<file path="src/swp_pkg.sv">
// Package of register map, field layout, enumerations and timing for the sweep sequencer
package swp_pkg;
	// ==========================================================
	// Register byte offsets
	localparam logic [7:0] REG_CTRL = 8'h00;
	localparam logic [7:0] REG_CMD = 8'h04;
	localparam logic [7:0] REG_TICK = 8'h08;
	localparam logic [7:0] REG_START = 8'h0C;
	localparam logic [7:0] REG_STOP = 8'h10;
	localparam logic [7:0] REG_CENTER = 8'h14;
	localparam logic [7:0] REG_SPAN = 8'h18;
	localparam logic [7:0] REG_MARKER = 8'h1C;
	localparam logic [7:0] REG_MKPOS = 8'h20;
	localparam logic [7:0] REG_STATUS = 8'h24;
	localparam logic [7:0] REG_LOW = 8'h28;
	localparam logic [7:0] REG_HIGH = 8'h2C;
	// ==========================================================
	// Control field positions
	localparam int CTRL_SYNC_LSB = 0;
	localparam int CTRL_MODE_LSB = 2;
	localparam int CTRL_SHUTTLE = 4;
	localparam int CTRL_LOG = 5;
	localparam int CTRL_TYPE_LSB = 6;
	localparam int CTRL_WAVE_LSB = 8;
	localparam int CTRL_EXT_EN = 11;
	localparam int CTRL_IDLE_LVL = 12;
	localparam int CTRL_HALT_HALF = 13;
	localparam int CTRL_CENTER = 14;
	localparam int CTRL_W = 15;
	// ==========================================================
	// Command bits, write one to act
	localparam int CMD_START = 0;
	localparam int CMD_STOP = 1;
	localparam int CMD_HOLD = 2;
	localparam int CMD_RESUME = 3;
	localparam int CMD_CTR2MKR = 4;
	localparam int CMD_MKR2CTR = 5;
	localparam int CMD_TRIG = 6;
	// ==========================================================
	// Reset values and sweep position limits
	localparam logic [CTRL_W-1:0] CTRL_RST = 15'h0000;
	localparam logic [31:0] TICK_RST = 32'h00000001;
	localparam int POS_W = 15;
	localparam logic [POS_W-1:0] POS_MAX = 15'h7FFF;
	localparam logic [POS_W-1:0] MARK_MIN = 15'h0010;
	localparam logic [POS_W-1:0] MARK_MAX = 15'h7FF0;
	// ==========================================================
	// Timing
	localparam int CLK_PERIOD_PS = 50000;
	localparam int MIN_STEP_PS = 8330;
	localparam int MIN_STEP_CYC_I = (MIN_STEP_PS + CLK_PERIOD_PS - 1) / CLK_PERIOD_PS;
	localparam logic [31:0] MIN_STEP_CYC = (MIN_STEP_CYC_I < 1) ? 32'h1 : 32'(MIN_STEP_CYC_I);
	// ==========================================================
	// Enumerations
	typedef enum logic [1:0] {
		SYNC_REF = 2'b00, SYNC_SWEEP = 2'b01, SYNC_MARKER = 2'b10, SYNC_XDRIVE = 2'b11
	} swp_sync_t;
	typedef enum logic [1:0] {
		MODE_CONT = 2'b00, MODE_SINGLE = 2'b01, MODE_GATED = 2'b10
	} swp_mode_t;
	typedef enum logic [1:0] {
		TYPE_FREQ = 2'b00, TYPE_PHASE = 2'b01, TYPE_AMPL = 2'b10
	} swp_type_t;
	typedef enum logic [2:0] {
		WAVE_SINE = 3'b000, WAVE_SQUARE = 3'b001, WAVE_TRI = 3'b010, WAVE_RAMP = 3'b011,
		WAVE_PULSE = 3'b100, WAVE_NOISE = 3'b101, WAVE_DC = 3'b110, WAVE_ARB = 3'b111
	} swp_wave_t;
	typedef enum logic [1:0] {
		ST_IDLE = 2'b00, ST_RUN = 2'b01, ST_HOLD = 2'b10, ST_DONE = 2'b11
	} swp_state_t;
endpackage

</file>
<file path="src/swp_pin_edge.sv">
// Two-flop synchroniser with edge detection for external logic pins
`timescale 1ns/1ps
`default_nettype none
module swp_pin_edge #(
	parameter int W = 4
) (
	input wire logic aclk,
	input wire logic aresetn,
	input wire logic [W-1:0] pin,
	output logic [W-1:0] fall,
	output logic [W-1:0] rise
);
	logic [W-1:0] meta;
	logic [W-1:0] sync;
	logic [W-1:0] prev;

	// ==========================================================
	// Synchroniser, idle high
	always_ff @(posedge aclk) begin
		if (!aresetn) begin
			meta <= '1;
			sync <= '1;
			prev <= '1;
		end else begin
			meta <= pin;
			sync <= meta;
			prev <= sync;
		end
	end

	assign fall = prev & ~sync;
	assign rise = ~prev & sync;
endmodule
`default_nettype wire

</file>
<file path="src/swp_seq.sv">
// Sweep sequencer with sync output selection and AXI4-Lite registers
`timescale 1ns/1ps
`default_nettype none
module swp_seq
	import swp_pkg::*;
#(
	parameter int VAL_W = 32
) (
	input wire logic aclk,
	input wire logic aresetn,
	input wire logic [7:0] s_axi_awaddr,
	input wire logic s_axi_awvalid,
	output logic s_axi_awready,
	input wire logic [31:0] s_axi_wdata,
	input wire logic [3:0] s_axi_wstrb,
	input wire logic s_axi_wvalid,
	output logic s_axi_wready,
	output logic [1:0] s_axi_bresp,
	output logic s_axi_bvalid,
	input wire logic s_axi_bready,
	input wire logic [7:0] s_axi_araddr,
	input wire logic s_axi_arvalid,
	output logic s_axi_arready,
	output logic [31:0] s_axi_rdata,
	output logic [1:0] s_axi_rresp,
	output logic s_axi_rvalid,
	input wire logic s_axi_rready,
	input wire logic ext_start_n,
	input wire logic ext_stop_n,
	input wire logic ext_hold_n,
	input wire logic trig_pin,
	input wire logic ref_phase,
	output logic sync_out,
	output logic [11:0] xdrive_code,
	output logic [swp_pkg::POS_W-1:0] sweep_pos,
	output logic sweep_begin,
	output logic [VAL_W-1:0] sweep_lo,
	output logic [VAL_W-1:0] sweep_hi,
	output logic idle_level_en,
	output logic halt_half_cycle
);
	import swp_pkg::*;

	function automatic logic [POS_W-1:0] clamp_mark(input logic [POS_W-1:0] p);
		if (p < MARK_MIN) begin
			return MARK_MIN;
		end else if (p > MARK_MAX) begin
			return MARK_MAX;
		end
		return p;
	endfunction

	function automatic logic [31:0] merge(input logic [31:0] old, input logic [31:0] d,
			input logic [3:0] be);
		logic [31:0] r;
		r = old;
		for (int i = 0; i < 4; i++) begin
			if (be[i]) begin
				r[i*8 +: 8] = d[i*8 +: 8];
			end
		end
		return r;
	endfunction

	// ==========================================================
	// Registers
	logic [CTRL_W-1:0] ctrl;
	logic [31:0] tick_len;
	logic [31:0] start_val;
	logic [31:0] stop_val;
	logic [31:0] center;
	logic [31:0] span;
	logic [31:0] marker;
	logic [POS_W-1:0] mkpos;
	logic [7:0] aw_addr;
	logic aw_full;
	logic [31:0] w_data;
	logic [3:0] w_strb;
	logic w_full;
	logic wr_go;
	logic [6:0] cmd;

	swp_sync_t sync_sel;
	swp_mode_t mode;
	swp_type_t stype;
	swp_wave_t wave;
	assign sync_sel = swp_sync_t'(ctrl[CTRL_SYNC_LSB +: 2]);
	assign mode = swp_mode_t'(ctrl[CTRL_MODE_LSB +: 2]);
	assign stype = swp_type_t'(ctrl[CTRL_TYPE_LSB +: 2]);
	assign wave = swp_wave_t'(ctrl[CTRL_WAVE_LSB +: 3]);

	// ==========================================================
	// AXI4-Lite write channel
	assign s_axi_awready = !aw_full && !s_axi_bvalid;
	assign s_axi_wready = !w_full && !s_axi_bvalid;
	assign s_axi_bresp = 2'h0;
	assign wr_go = aw_full && w_full && !s_axi_bvalid;

	always_ff @(posedge aclk) begin
		if (!aresetn) begin
			aw_full <= 1'b0;
			aw_addr <= 8'h00;
			w_full <= 1'b0;
			w_data <= 32'h00000000;
			w_strb <= 4'h0;
			s_axi_bvalid <= 1'b0;
		end else begin
			if (s_axi_awvalid && s_axi_awready) begin
				aw_full <= 1'b1;
				aw_addr <= s_axi_awaddr;
			end
			if (s_axi_wvalid && s_axi_wready) begin
				w_full <= 1'b1;
				w_data <= s_axi_wdata;
				w_strb <= s_axi_wstrb;
			end
			if (wr_go) begin
				aw_full <= 1'b0;
				w_full <= 1'b0;
				s_axi_bvalid <= 1'b1;
			end else if (s_axi_bready) begin
				s_axi_bvalid <= 1'b0;
			end
		end
	end

	always_ff @(posedge aclk) begin
		if (!aresetn) begin
			ctrl <= CTRL_RST;
			tick_len <= TICK_RST;
			start_val <= 32'h00000000;
			stop_val <= 32'h00000000;
			center <= 32'h00000000;
			span <= 32'h00000000;
			marker <= 32'h00000000;
			mkpos <= 15'h0000;
			cmd <= 7'h00;
		end else begin
			cmd <= 7'h00;
			if (wr_go) begin
				unique case ({aw_addr[7:2], 2'b00})
					REG_CTRL: ctrl <= CTRL_W'(merge(32'(ctrl), w_data, w_strb));
					REG_CMD: cmd <= w_strb[0] ? w_data[6:0] : 7'h00;
					REG_TICK: tick_len <= merge(tick_len, w_data, w_strb);
					REG_START: start_val <= merge(start_val, w_data, w_strb);
					REG_STOP: stop_val <= merge(stop_val, w_data, w_strb);
					REG_CENTER: center <= merge(center, w_data, w_strb);
					REG_SPAN: span <= merge(span, w_data, w_strb);
					REG_MARKER: marker <= merge(marker, w_data, w_strb);
					REG_MKPOS: mkpos <= POS_W'(merge(32'(mkpos), w_data, w_strb));
					default: ;
				endcase
			end
			if (cmd[CMD_CTR2MKR]) begin
				marker <= center;
			end
			if (cmd[CMD_MKR2CTR]) begin
				center <= marker;
			end
		end
	end

	// ==========================================================
	// Pin edges and command decode
	logic [3:0] pin_fall;
	logic [3:0] pin_rise;
	logic conflict;
	logic ext_ok;
	logic ext_start;
	logic stop_any;
	logic hold_any;
	logic resume_any;
	logic trig_any;
	logic one_shot;
	logic restart;

	swp_pin_edge #(.W(4)) u_pins (
		.aclk(aclk),
		.aresetn(aresetn),
		.pin({~trig_pin, ext_hold_n, ext_stop_n, ext_start_n}),
		.fall(pin_fall),
		.rise(pin_rise)
	);

	always_comb begin
		conflict = 1'b0;
		unique case (stype)
			TYPE_FREQ: conflict = (wave == WAVE_NOISE) || (wave == WAVE_PULSE) ||
				(wave == WAVE_DC);
			TYPE_PHASE: conflict = (wave == WAVE_NOISE) || (wave == WAVE_DC);
			TYPE_AMPL: conflict = (wave == WAVE_DC);
			default: conflict = 1'b1;
		endcase
	end

	assign ext_ok = ctrl[CTRL_EXT_EN] && !conflict;
	assign ext_start = ext_ok && pin_fall[0];
	assign stop_any = cmd[CMD_STOP] || (ext_ok && pin_fall[1]);
	assign hold_any = cmd[CMD_HOLD] || (ext_ok && pin_fall[2]);
	assign resume_any = cmd[CMD_RESUME] || (ext_ok && pin_rise[2]);
	assign one_shot = (mode == MODE_SINGLE) || (mode == MODE_GATED);
	assign trig_any = ((pin_fall[3] || cmd[CMD_TRIG]) && !conflict) || ext_start;
	assign restart = ext_start || (cmd[CMD_START] && !conflict) ||
		(one_shot && trig_any);

	// ==========================================================
	// Sweep state machine
	swp_state_t state;
	logic [31:0] tcnt;
	logic tick;
	logic dir;
	logic at_end;
	logic [31:0] tick_eff;

	assign tick_eff = (tick_len < MIN_STEP_CYC) ? MIN_STEP_CYC : tick_len;
	assign tick = (state == ST_RUN) && (tcnt >= tick_eff - 32'h1);
	assign at_end = dir ? (sweep_pos == 15'h0000) :
		(sweep_pos == POS_MAX && !ctrl[CTRL_SHUTTLE]);

	always_ff @(posedge aclk) begin
		if (!aresetn) begin
			state <= ST_IDLE;
			sweep_pos <= 15'h0000;
			dir <= 1'b0;
			tcnt <= 32'h00000000;
			sweep_begin <= 1'b0;
		end else begin
			sweep_begin <= 1'b0;
			if (conflict || (stop_any && state != ST_IDLE)) begin
				state <= ST_IDLE;
				sweep_pos <= 15'h0000;
				dir <= 1'b0;
				tcnt <= 32'h00000000;
			end else if (restart) begin
				state <= ST_RUN;
				sweep_pos <= 15'h0000;
				dir <= 1'b0;
				tcnt <= 32'h00000000;
				sweep_begin <= 1'b1;
			end else if (hold_any && state == ST_RUN) begin
				state <= ST_HOLD;
			end else if (resume_any && state == ST_HOLD) begin
				state <= ST_RUN;
			end else if (state == ST_RUN) begin
				tcnt <= tick ? 32'h00000000 : tcnt + 32'h1;
				if (tick && at_end) begin
					sweep_pos <= 15'h0000;
					dir <= 1'b0;
					if (!one_shot) begin
						sweep_begin <= 1'b1;
					end else if (ctrl[CTRL_SHUTTLE]) begin
						state <= ST_DONE;
					end else begin
						state <= ST_IDLE;
					end
				end else if (tick && !dir && sweep_pos == POS_MAX) begin
					dir <= 1'b1;
					sweep_pos <= sweep_pos - 15'h1;
				end else if (tick) begin
					sweep_pos <= dir ? sweep_pos - 15'h1 : sweep_pos + 15'h1;
				end
			end
		end
	end

	// ==========================================================
	// Effective limits and gated-only options
	logic signed [31:0] half_span;
	logic signed [31:0] eff_start;
	logic signed [31:0] eff_stop;
	logic rev;
	logic log_eff;

	assign log_eff = ctrl[CTRL_LOG] && (stype == TYPE_FREQ);
	assign half_span = $signed(span) >>> 1;
	assign eff_start = ctrl[CTRL_CENTER] ? $signed(center) - half_span : $signed(start_val);
	assign eff_stop = ctrl[CTRL_CENTER] ? $signed(center) + half_span : $signed(stop_val);
	assign rev = eff_stop < eff_start;

	always_ff @(posedge aclk) begin
		if (!aresetn) begin
			sweep_lo <= '0;
			sweep_hi <= '0;
			idle_level_en <= 1'b0;
			halt_half_cycle <= 1'b0;
		end else begin
			sweep_lo <= VAL_W'(eff_start);
			sweep_hi <= VAL_W'(eff_stop);
			idle_level_en <= (mode == MODE_GATED) && ctrl[CTRL_IDLE_LVL];
			halt_half_cycle <= (mode == MODE_GATED) && ctrl[CTRL_HALT_HALF];
		end
	end

	// ==========================================================
	// Sync output generation
	logic sweep_lvl;
	logic mk_lvl;
	logic [POS_W-1:0] mk_edge;

	assign mk_edge = clamp_mark(mkpos);

	always_ff @(posedge aclk) begin
		if (!aresetn) begin
			sweep_lvl <= 1'b1;
			mk_lvl <= 1'b1;
			sync_out <= 1'b0;
			xdrive_code <= 12'h000;
		end else begin
			if (sweep_begin) begin
				sweep_lvl <= 1'b0;
				mk_lvl <= 1'b0;
			end else if (state == ST_IDLE) begin
				sweep_lvl <= 1'b1;
				mk_lvl <= 1'b1;
			end else begin
				if (dir) begin
					sweep_lvl <= 1'b1;
				end
				if (!dir && sweep_pos >= mk_edge) begin
					mk_lvl <= 1'b1;
				end
			end
			unique case (sync_sel)
				SYNC_REF: sync_out <= ref_phase;
				SYNC_SWEEP: sync_out <= sweep_lvl;
				SYNC_MARKER: sync_out <= mk_lvl;
				SYNC_XDRIVE: sync_out <= 1'b0;
			endcase
			xdrive_code <= rev ? ~sweep_pos[POS_W-1 -: 12] : sweep_pos[POS_W-1 -: 12];
		end
	end

	// ==========================================================
	// AXI4-Lite read channel
	logic [31:0] rd_mux;

	always_comb begin
		rd_mux = 32'h00000000;
		unique case ({s_axi_araddr[7:2], 2'b00})
			REG_CTRL: rd_mux = 32'(ctrl);
			REG_TICK: rd_mux = tick_len;
			REG_START: rd_mux = start_val;
			REG_STOP: rd_mux = stop_val;
			REG_CENTER: rd_mux = center;
			REG_SPAN: rd_mux = span;
			REG_MARKER: rd_mux = marker;
			REG_MKPOS: rd_mux = 32'(mkpos);
			REG_STATUS: rd_mux = {11'h000, log_eff, sweep_pos, sync_out, dir, conflict, state};
			REG_LOW: rd_mux = 32'(eff_start);
			REG_HIGH: rd_mux = 32'(eff_stop);
			default: rd_mux = 32'h00000000;
		endcase
	end

	assign s_axi_arready = !s_axi_rvalid;
	assign s_axi_rresp = 2'h0;

	always_ff @(posedge aclk) begin
		if (!aresetn) begin
			s_axi_rvalid <= 1'b0;
			s_axi_rdata <= 32'h00000000;
		end else if (s_axi_arvalid && s_axi_arready) begin
			s_axi_rvalid <= 1'b1;
			s_axi_rdata <= rd_mux;
		end else if (s_axi_rready) begin
			s_axi_rvalid <= 1'b0;
		end
	end
endmodule
`default_nettype wire

</file>
<file path="config.mk">
export PLATFORM = sky130hd
export DESIGN_NAME = swp_seq
export DESIGN_NICKNAME = d
export VERILOG_FILES = /design/src/swp_pkg.sv /design/src/swp_pin_edge.sv /design/src/swp_seq.sv
export SDC_FILE = /design/constraint.sdc
export NUM_CORES = 1
export LEC_CHECK = 0
export ABC_AREA = 0
export BUFFER_PORTS_ARGS = -buffer_cell sky130_fd_sc_hd__buf_2
export CORE_MARGIN = 4
export CORE_UTILIZATION = 41
export DETAILED_ROUTE_END_ITERATION = 8
export PLACE_DENSITY = 0.67
export SETUP_SLACK_MARGIN = 0.5
export SKIP_LAST_GASP = 1
export SYNTH_ARGS = -nofsm -noshare
export SYNTH_HDL_FRONTEND = slang
export SYNTH_SLANG_ARGS = --single-unit
</file>
<file path="constraint.sdc">
create_clock -name aclk -period 4.91 [get_ports aclk]
set_input_delay 0.2455 -clock aclk [delete_from_list [all_inputs] [get_ports aclk]]
set_output_delay 0.2455 -clock aclk [all_outputs]
set_load 0.01 [all_outputs]
</file>
======== Word-level counts from Yosys, hierarchy flattened ========
Cells that the tools add are included.
cells by class
  add/sub/neg operators ................... 6
  magnitude comparators ................... 6
  equality and inequality tests ........... 31
  muxes and demuxes ....................... 53
  bitwise operators ....................... 9
  reductions and logical operators ........ 114
operators with widths
  kind                   number
  $pmux 32 s11           1
  $mux 32                10
  $mux 15                7
  $reduce_and 3->1       31
  $eq 6x3->1 const B     8
  $add 32x1->32 const B  1
  $add 32x31->32         1
  $ge 32x32->1           1
  $lt 32x1->1 const B    1
  $lt 32x32->1           1
  $mux 8                 4
  $reduce_bool 2->1      16
  $sub 32x1->32 const B  1
  $sub 32x31->32         1
  $eq 6x4->1 const B     5
  $logic_and 1x1->1      27
  $eq 6x2->1 const B     4
  $mux 1                 22
  $reduce_bool 3->1      6
  $add 15x1->15 const B  1
  $eq 15x15->1 const B   1
  $ge 15x15->1           1
  $gt 15x15->1 const B   1
  $logic_not 15->1       1
  other kinds (24)       66
word-level totals
  flip-flop bits (word level) ............. 453
  output and inout port bits .............. 136

======== Logic depth before layout (Yosys ltp) ========
Gate-level depths: netlist of the first run.
  depth in word-level cells ............... 12
  depth in mapped cells ................... 24
  gate-level depth less buffers ........... 24

======== Hierarchy ========
Synthesis of the first run repeated with hierarchy kept, for this count alone.
second synthesis, totals
  cells, all modules ...................... 3050
  area total of the unflattened synthesis .. 25502.0 µm²
modules (own cells, without submodules)
  module        times used  cells an instance  area an instance (µm²)  sequential area each (µm²)
  swp_seq       1           3017               25112.8                 8788.4
  swp_pin_edge  1           33                 389.1                   240.2

======== Least setup slack after synthesis of the first run ========
Ideal clock, no wire load.
  kind .................................... reg2reg
  from .................................... register tick_len[23]
  to ...................................... register sweep_pos[7] in the netlist's numbering
  arrival time ............................ 5.364 ns
  setup slack ............................. -0.533 ns
  cell stages (with the launch flop) ...... 25
  path buffers ............................ 0
  period minus slack after synthesis ...... 5.443 ns
  path through ............................ dfxtp_1 -> or4_1 -> or3_1 -> or4_1 -> or3_4 -> and2b_2 -> a21oi_1 -> ha_1 -> nand3_1 -> or3_1 -> or2_2 -> nor2_1 -> nand2_1 -> nor2_1 -> xnor2_1 -> ha_1 -> a21o_1 -> a21o_1 -> a221oi_1 -> o21ai_1 -> and2_1 -> a211oi_2 -> a21oi_1 -> or4_1 -> o211ai_1
on the way
  cells in the longest elaborated chain, start to end .. 9
ends and longest elaborated chain
  item                                                           RTL line        RTL
  start, declared                                                swp_seq.sv:68   logic [31:0] tick_len;
  start signal, assigned                                         swp_seq.sv:144  REG_TICK: tick_len <= merge(tick_len, w_data, w_strb);
  $lt 32x1->1                                                    swp_seq.sv:215  assign tick_eff = (tick_len < MIN_STEP_CYC) ? MIN_STEP_CYC : tick_len;
  $mux 32 (*)                                                    swp_seq.sv:215
  $sub 32x1->32 (*)                                              swp_seq.sv:216  assign tick = (state == ST_RUN) && (tcnt >= tick_eff - 32'h1);
  $ge 32x32->1 (*)                                               swp_seq.sv:216
  $logic_and 1x1->1 (*)                                          swp_seq.sv:216
  $logic_and 1x1->1 (2 in a row)                                 swp_seq.sv:256  end else if (tick && !dir && sweep_pos == POS_MAX) begin
  $reduce_bool 3->1 (no line) / $mux 15 (equally long branches)  --
  $reduce_and 4->1 (no line) / $mux 15 (equally long branches)   --
  end signal, assigned                                           swp_seq.sv:258  sweep_pos <= sweep_pos - 15'h1;
  end signal, assigned                                           swp_seq.sv:260  sweep_pos <= dir ? sweep_pos - 15'h1 : sweep_pos + 15'h1;
  end, declared                                                  swp_seq.sv:35   output logic [swp_pkg::POS_W-1:0] sweep_pos,
Every way passes the cells marked *; elsewhere a longest branch is shown, timed or not.
A chain may end at the register's enable or synchronous reset.

======== Worst setup path after layout of the first run ========
  from .................................... register tick_len[25]
  to ...................................... register sweep_pos[11] in the netlist's numbering
Same word-level chain as after synthesis.

==> results of run 1 <==
## state kept, by name (all words and copies together) (netlist names), 4 cells and up
signal and cells:
sweep_lo 32, start_val 32, tcnt 32, sweep_hi 32
mkpos 15, marker 32, u_pins.sync 4, s_axi_rdata 32
cmd 7, sweep_pos 15, stop_val 32, w_strb 4
w_data 32, u_pins.prev 4, center 32, span 32
aw_addr 6, xdrive_code 12, u_pins.meta 4, ctrl 15
tick_len 32
## layer usage
layer	GRT usage, %	share of wire (%)
met1	40.3	41
met2	44.1	42
met4	12.7	5.2
met3	7.15	12
met5	0	0.042
## cells in the mapped netlist, drive strengths merged (60+ instances only)
cell	count	area, um^2
nand2	245	922
dfxtp	451	9030
xnor2	87	762
mux2i	244	2440
a211oi	85	643
o21ai	89	445
inv	87	327
nor2	461	1740
nand3	88	453
a21oi	220	1100
ha	145	1810
clkbuf	162	608
nor3	60	300
## logic make-up after synthesis
logic type | after synthesis | share of synthesized area, %
AOI/OAI and AO/OA | 703 | 18.8
other | 1 | 0.0148
and+or+nand+nor | 1091 | 19.6
adders and majority gates | 147 | 7.32
DFF | 451 | 35.6
xor gates and xnor gates | 126 | 4.35
buffers and inverters | 283 | 4.31
muxes | 250 | 9.99
## power breakdown
| group | switching, mW | internal [mW] |
|---|---|---|
| clock network | 1.61 | 2.24 |
| logic | 0.277 | 0.170 |
| registers | 0.0944 | 3.69 |
| total | 1.98 | 6.10 |
## worst max-delay path, cell delays in order (launching register included)
cell and delay [ns]:
sky130_fd_sc_hd__dfxtp_2 0.32, sky130_fd_sc_hd__or4_4 0.53, sky130_fd_sc_hd__or3_4 0.38, sky130_fd_sc_hd__or4_4 0.44, sky130_fd_sc_hd__or3_4 0.35, sky130_fd_sc_hd__and2b_2 0.23, sky130_fd_sc_hd__a21oi_2 0.07, sky130_fd_sc_hd__ha_2 0.20
sky130_fd_sc_hd__nand3_2 0.06, sky130_fd_sc_hd__or3_4 0.12, sky130_fd_sc_hd__or2_4 0.12, sky130_fd_sc_hd__nor2_4 0.04, sky130_fd_sc_hd__nand2_4 0.10, sky130_fd_sc_hd__nor4_4 0.04, sky130_fd_sc_hd__xnor2_1 0.12, sky130_fd_sc_hd__ha_1 0.32
sky130_fd_sc_hd__a21o_1 0.18, sky130_fd_sc_hd__a221oi_2 0.29, sky130_fd_sc_hd__o21ai_2 0.14, sky130_fd_sc_hd__buf_4 0.17, sky130_fd_sc_hd__nand4_1 0.08, sky130_fd_sc_hd__o31a_1 0.26, sky130_fd_sc_hd__a21oi_2 0.09, sky130_fd_sc_hd__or4_4 0.44
sky130_fd_sc_hd__o311ai_4 0.07
## stage by stage
stage | hold slack, ns | utilization [%] | TNS, ns | setup WS (ns) | instances
2_1_floorplan | 0.307 | - | -1.26 | -0.264 | 3055
3_3_place_gp | 0.391 | 47.7 | -12.77 | -0.467 | 4134
3_5_place_dp | 0.400 | 47.7 | -16.93 | -0.523 | 4134
4_1_cts | 0.0966 | 52.7 | -5.56 | -0.385 | 4301
5_1_grt | 0.194 | 53.4 | -17.59 | -0.545 | 4319
6_report | 0.122 | 53.4 | -6.32 | -0.346 | 4321
## area by class of cell
cell class / instances / area [um^2] / share of cell area [%]
Clock inverter: 20 / 298 / 0.917
Timing Repair Buffer: 588 / 4230 / 13.0
Antenna cell: 3 / 7.51 / 0.0231
Clock buffer: 64 / 1340 / 4.13
Sequential cell: 451 / 9050 / 27.9
Inverter: 91 / 352 / 1.08
Tap cell: 782 / 978 / 3.01
Multi-Input combinational cell: 2322 / 16200 / 50.0
## cell usage in the layout, fill, tap and decap left out, drive strengths merged, types with 85 or more instances in the layout
cell / Yosys / layout
buf: 30 / 536
nor2: 461 / 461
dfxtp: 451 / 451
nand2: 245 / 245
mux2i: 244 / 244
a21oi: 220 / 220
ha: 145 / 145
inv: 87 / 91
nand3: 88 / 89
o21ai: 89 / 89
xnor2: 87 / 87
a211oi: 85 / 85
## worst paths after layout
| path | end | cells after the start |
|---|---|---|
| max | sweep_pos[11] | 24 |
| min | sync_out | 5 |
| max reg2reg | sweep_pos[11] | 24 |
| min reg2reg | u_pins.sync[0] | 1 |
## timing repair
item,in CTS,in global routing
gates cloned,4,0
hold endpoints to repair,51,0
setup endpoints to repair,63,63
buffers inserted,27,17
gates resized for setup,121,57
pin swaps,66,36
hold buffers,52,0
==> impl_metrics.env, run 1 <==
export IMPL_proportion_of_synthesized_chip_area_in_sequential_cells_pct=35.6
export IMPL_detailroute_via_count=25900
export IMPL_grt_pass1_vias=24400
export IMPL_slew_viol_final=0
export IMPL_start_kind="flop"
export IMPL_htreeDepth=2
export IMPL_worst_setup_path_type="flop to flop"
export IMPL_pin_count_of_the_biggest_net_entering_global_routing=86
export IMPL_die_h_um=257
export IMPL_synth_yosys_warnings=0
export IMPL_number_of_rows_created_at_floorplan=90
export IMPL_detailed_place_hpwl_um=73800
export IMPL_violations="negative setup slack"
export IMPL_start_util_pct=41.7
export IMPL_cp_end_kind="flop"
export IMPL_cts_sinks=451
export IMPL_post_route_cells_drive_above_1_share_pct=22.9
export IMPL_timing_final_setup_violations=49
export IMPL_worst_endpoint_arrival_ns=5.79
export IMPL_detail_route_iter0_violations=3421
export IMPL_ys_flop_type="sky130_fd_sc_hd__dfxtp_1"
export IMPL_final_replace_weighted_congestion=1.01
export IMPL_core_um2=60800
export IMPL_ffs_latches_synth=451
export IMPL_worstSetupStartpoint="tick_len[25]"
export IMPL_synth_cell_type_count=89
export IMPL_cts_reportedPaths_clkPinSlew_ns=0.06
export IMPL_min_period_over_period_pct=107
export IMPL_syn_area_um2=25300
export IMPL_maximum_frequency_from_static_timing_analysis_ghz=0.190
export IMPL_ioPinCount=200
export IMPL_final_nets=3713
export IMPL_setup_reg_to_reg_worst_slack_ns=-0.35
export IMPL_postPlaceCellArea_um2=29000
export IMPL_vias_per_cell=5.99
export IMPL_critical_path_peak_fanout=4
export IMPL_cts_max_path_buffers=3
export IMPL_syn_instance_count=3052
export IMPL_area_growth_syn_to_layout_pct=28.2
export IMPL_routed_wl_um=101000
export IMPL_tightestPinTransition_ns=1.37
export IMPL_drv_cap=0
export IMPL_number_of_nets_with_antenna_violations_after_routing=0
export IMPL_gr_ovfl_total=0
export IMPL_asyncSetResetFlopFracSynth_pct=0
export IMPL_firstDrtPassIters=7
export IMPL_antenna_violations_before_repair=7
export IMPL_postSynthAreaPerCell_um2=8.30
export IMPL_fp_dieArea_um2=65900
export IMPL_irDropWorstVdd_v=0.000259
export IMPL_insertion_delay_ns=0.62
export IMPL_io_buffers=191
export IMPL_post_synth_edffs=0
export IMPL_status="complete, but fails checks"
export IMPL_clock_tree_root_cell="sky130_fd_sc_hd__clkbuf_16"
export IMPL_min_from="ref_phase"
export IMPL_fill_cells=5538
export IMPL_design_area_um2=32500
export IMPL_worst_slew_margin_rel_pct=8.47
export IMPL_post_route_worst_setup_slack_ns=-0.346
export IMPL_holdCritPathClass="input port to flop"
export IMPL_worst_ep_required_time_ns=5.44
export IMPL_static_leakage_power_nw=13.8
export IMPL_drc=0
export IMPL_cts_inserted_buffers=48
export IMPL_die_w_um=257
export IMPL_final_period_minus_worst_setup_slack_ns=5.26
export IMPL_grt_pass1_wl_um=151000
export IMPL_clock_skew_ns=0.0278
export IMPL_grt_total_usage_pct=29.4
export IMPL_hold_viol=0
export IMPL_fin_total_pwr_mw=8.09
export IMPL_wl_per_cell_um=23.5
export IMPL_tritoncts_clock_tree="yes"
export IMPL_cellPowerDensity_nw_per_um2=249
export IMPL_rsz0062_at_grt="yes"
export IMPL_crit_reg2reg_launch="tick_len[25]"
No activity file was read; power rests on OpenSTA's default activity.
==> run 2: changes to the inputs <==
--- a/config.mk
+++ b/config.mk
@@ -8,9 +8,10 @@
 export ABC_AREA = 0
 export BUFFER_PORTS_ARGS = -buffer_cell sky130_fd_sc_hd__buf_2
 export CORE_MARGIN = 4
-export CORE_UTILIZATION = 41
+export CORE_UTILIZATION = 35
 export DETAILED_ROUTE_END_ITERATION = 8
-export PLACE_DENSITY = 0.67
+export MAX_ROUTING_LAYER = met4
+export PLACE_DENSITY = 0.6
 export SETUP_SLACK_MARGIN = 0.5
 export SKIP_LAST_GASP = 1
 export SYNTH_ARGS = -nofsm -noshare
==> impl_metrics.env, run 2 (synthesis results as in run 1) <==
export IMPL_post_route_cells_drive_above_1_share_pct=24.4
export IMPL_worst_slew_margin_rel_pct=31.1
export IMPL_post_route_worst_setup_slack_ns=-0.392
export IMPL_grt_pass1_wl_um=154000
export IMPL_most_common_cell_after_layout_fill_and_taps_aside="sky130_fd_sc_hd__nor2_1"
export IMPL_die_w_um=277
export IMPL_fin_setup_tns_ns=-8.23
export IMPL_htreeDepth=2
export IMPL_fp_dieArea_um2=76800
export IMPL_crit_path_frequent_cell="sky130_fd_sc_hd__or3_4"
export IMPL_insertion_delay_ns=0.62
export IMPL_final_nets=3780
export IMPL_worst_endpoint_arrival_ns=5.81
export IMPL_timing_final_setup_violations=50
export IMPL_violations="negative setup slack"
export IMPL_maximum_frequency_from_static_timing_analysis_ghz=0.189
export IMPL_routed_wl_um=103000
export IMPL_whs_ns=0.0930
export IMPL_start_util_pct=35.4
export IMPL_status="complete, but fails checks"
export IMPL_ioPinCount=200
export IMPL_clock_skew_ns=0.0293
export IMPL_number_of_rows_created_at_floorplan=98
export IMPL_detailroute_via_count=25700
export IMPL_firstDrtPassIters=9
export IMPL_critical_path_peak_fanout=4
export IMPL_cts_sinks=451
export IMPL_core_um2=71600
export IMPL_grt_total_usage_pct=26.5
export IMPL_clock_tree_root_cell="sky130_fd_sc_hd__clkbuf_16"
export IMPL_holdCritPathClass="input port to flop"
export IMPL_slew_viol_final=0
export IMPL_io_buffers=191
export IMPL_cts_reportedPaths_clkPinSlew_ns=0.06
export IMPL_irDropWorstVdd_v=0.000214
export IMPL_static_leakage_power_nw=14.2
export IMPL_hold_viol=0
export IMPL_final_replace_weighted_congestion=0.992
export IMPL_instances_no_fill=4565
export IMPL_drc=0
export IMPL_cp_end_kind="flop"
export IMPL_critical_path_cell_chain="or4_4 > or3_4 > or4_4 > or3_4 > and2b_2 > a21oi_4 > ha_4 > nand3_2 > or3_4 > or2_4 > nor2_4 > nand2_4 > nor4_2 > xnor2_1 > ha_1 > a21o_1 > a221oi_2 > o21ai_2 > and2_4 > a211o_4 > mux2i_1 > o21a_1 > o221a_2"
export IMPL_cts_max_path_buffers=3
export IMPL_utilization_pct=46.4
export IMPL_pin_count_of_the_biggest_net_entering_global_routing=91
export IMPL_layout_common_cells="sky130_fd_sc_hd__nor2_1 (449), sky130_fd_sc_hd__dfxtp_1 (441), sky130_fd_sc_hd__buf_4 (380), sky130_fd_sc_hd__mux2i_1 (239), sky130_fd_sc_hd__nand2_1 (239)"
export IMPL_final_period_minus_worst_setup_slack_ns=5.30
export IMPL_fin_total_pwr_mw=8.15
export IMPL_detailed_place_hpwl_um=76700
export IMPL_cellPowerDensity_nw_per_um2=245
export IMPL_number_of_nets_with_antenna_violations_after_routing=0
export IMPL_cts_inserted_buffers=50
export IMPL_start_kind="flop"
export IMPL_antenna_violations_before_repair=4
export IMPL_slowest_cell_on_the_critical_path="sky130_fd_sc_hd__or4_4"
export IMPL_post_place_ws_ns=-0.536
export IMPL_detail_route_iter0_violations=2931
export IMPL_die_h_um=277
export IMPL_rsz0062_at_grt="yes"
export IMPL_max_stage_delay_ns=0.53
export IMPL_worst_ep_required_time_ns=5.42
export IMPL_vias_per_cell=5.62
export IMPL_min_period_over_period_pct=108
export IMPL_worst_setup_path_type="flop to flop"
export IMPL_tightestPinTransition_ns=1.03
export IMPL_gr_ovfl_total=0
export IMPL_design_area_um2=33200
export IMPL_postPlaceCellArea_um2=29600
export IMPL_drv_cap=0
export IMPL_fill_cells=7002
export IMPL_area_growth_syn_to_layout_pct=31.2
export IMPL_tritoncts_clock_tree="yes"
export IMPL_grt_pass1_vias=24500
export IMPL_wl_per_cell_um=22.7
export IMPL_post_place_cells=4357
[run 2: cell types whose count changed in the layout (fill, tap and decap cells not counted), sizes merged]
cell         previous run  this run
bufinv                  6         3
inv                    91        95
clkinvlp                4         1
clkbuf                 64        66
buf                   536       603
dlygate4sd3            52        51
clkinv                 10        20
diode                   3         4
nand3                  89        88
[run 2: path summary, 6_finish.rpt]
| path | from | endpoint | slack, ns | depth (start not counted) |
|---|---|---|---|---|
| setup / recovery | tick_len[25] | sweep_pos[9] | -0.39 | 23 |
| hold / removal | aresetn | state[0] | 0.09 | 3 |
| setup reg to reg | tick_len[25] | sweep_pos[9] | -0.39 | 23 |
| hold reg to reg | u_pins.meta[1] | u_pins.sync[1] | 0.42 | 1 |
[run 2: layout make-up]
cell class / count / area (um^2) / share of cell area [%]
antenna: 4 / 10.0 / 0.0301
clock buffer: 66 / 1450 / 4.37
timing repair buffer: 654 / 4740 / 14.3
sequential: 451 / 9050 / 27.2
clock inverter: 28 / 263 / 0.791
tap: 950 / 1190 / 3.58
multi-input combinational: 2321 / 16200 / 48.7
inverter: 91 / 349 / 1.05
[run 2: power breakdown]
| group | leakage (nW) | switching, mW | internal [mW] | total, mW |
|---|---|---|---|---|
| sequential | 3.65 | 0.0937 | 3.69 | 3.79 |
| combinational | 9.67 | 0.272 | 0.161 | 0.433 |
| clock | 0.864 | 1.67 | 2.26 | 3.93 |
[run 2: worst max-delay path, delay by kind of cell, from the launching register on]
family          cells  cell delay [ns]
fa+ha+maj           2             0.50
mux                 1             0.15
compound gates      7             1.50
xor+xnor            1             0.12
simple gates       12             2.62
flops               1             0.32
[run 2: what timing repair did]
item / CTS / global route
hold endpoints to repair: 50 / 0
hold buffers: 51 / 0
pin swaps: 66 / 25
endpoints found under the setup margin: 63 / 64
cloned: 1 / 0
gates resized for setup: 131 / 61
setup buffers: 49 / 9
[run 2: per-layer routing]
metal	part of all wire (%)	track usage, %	vias to the layer above
li1	-	-	12000
met1	44	36.6	12200
met2	42	39.0	1252
met3	9.8	4.46	218
met4	4.1	9.43	0
met5	0	-	-
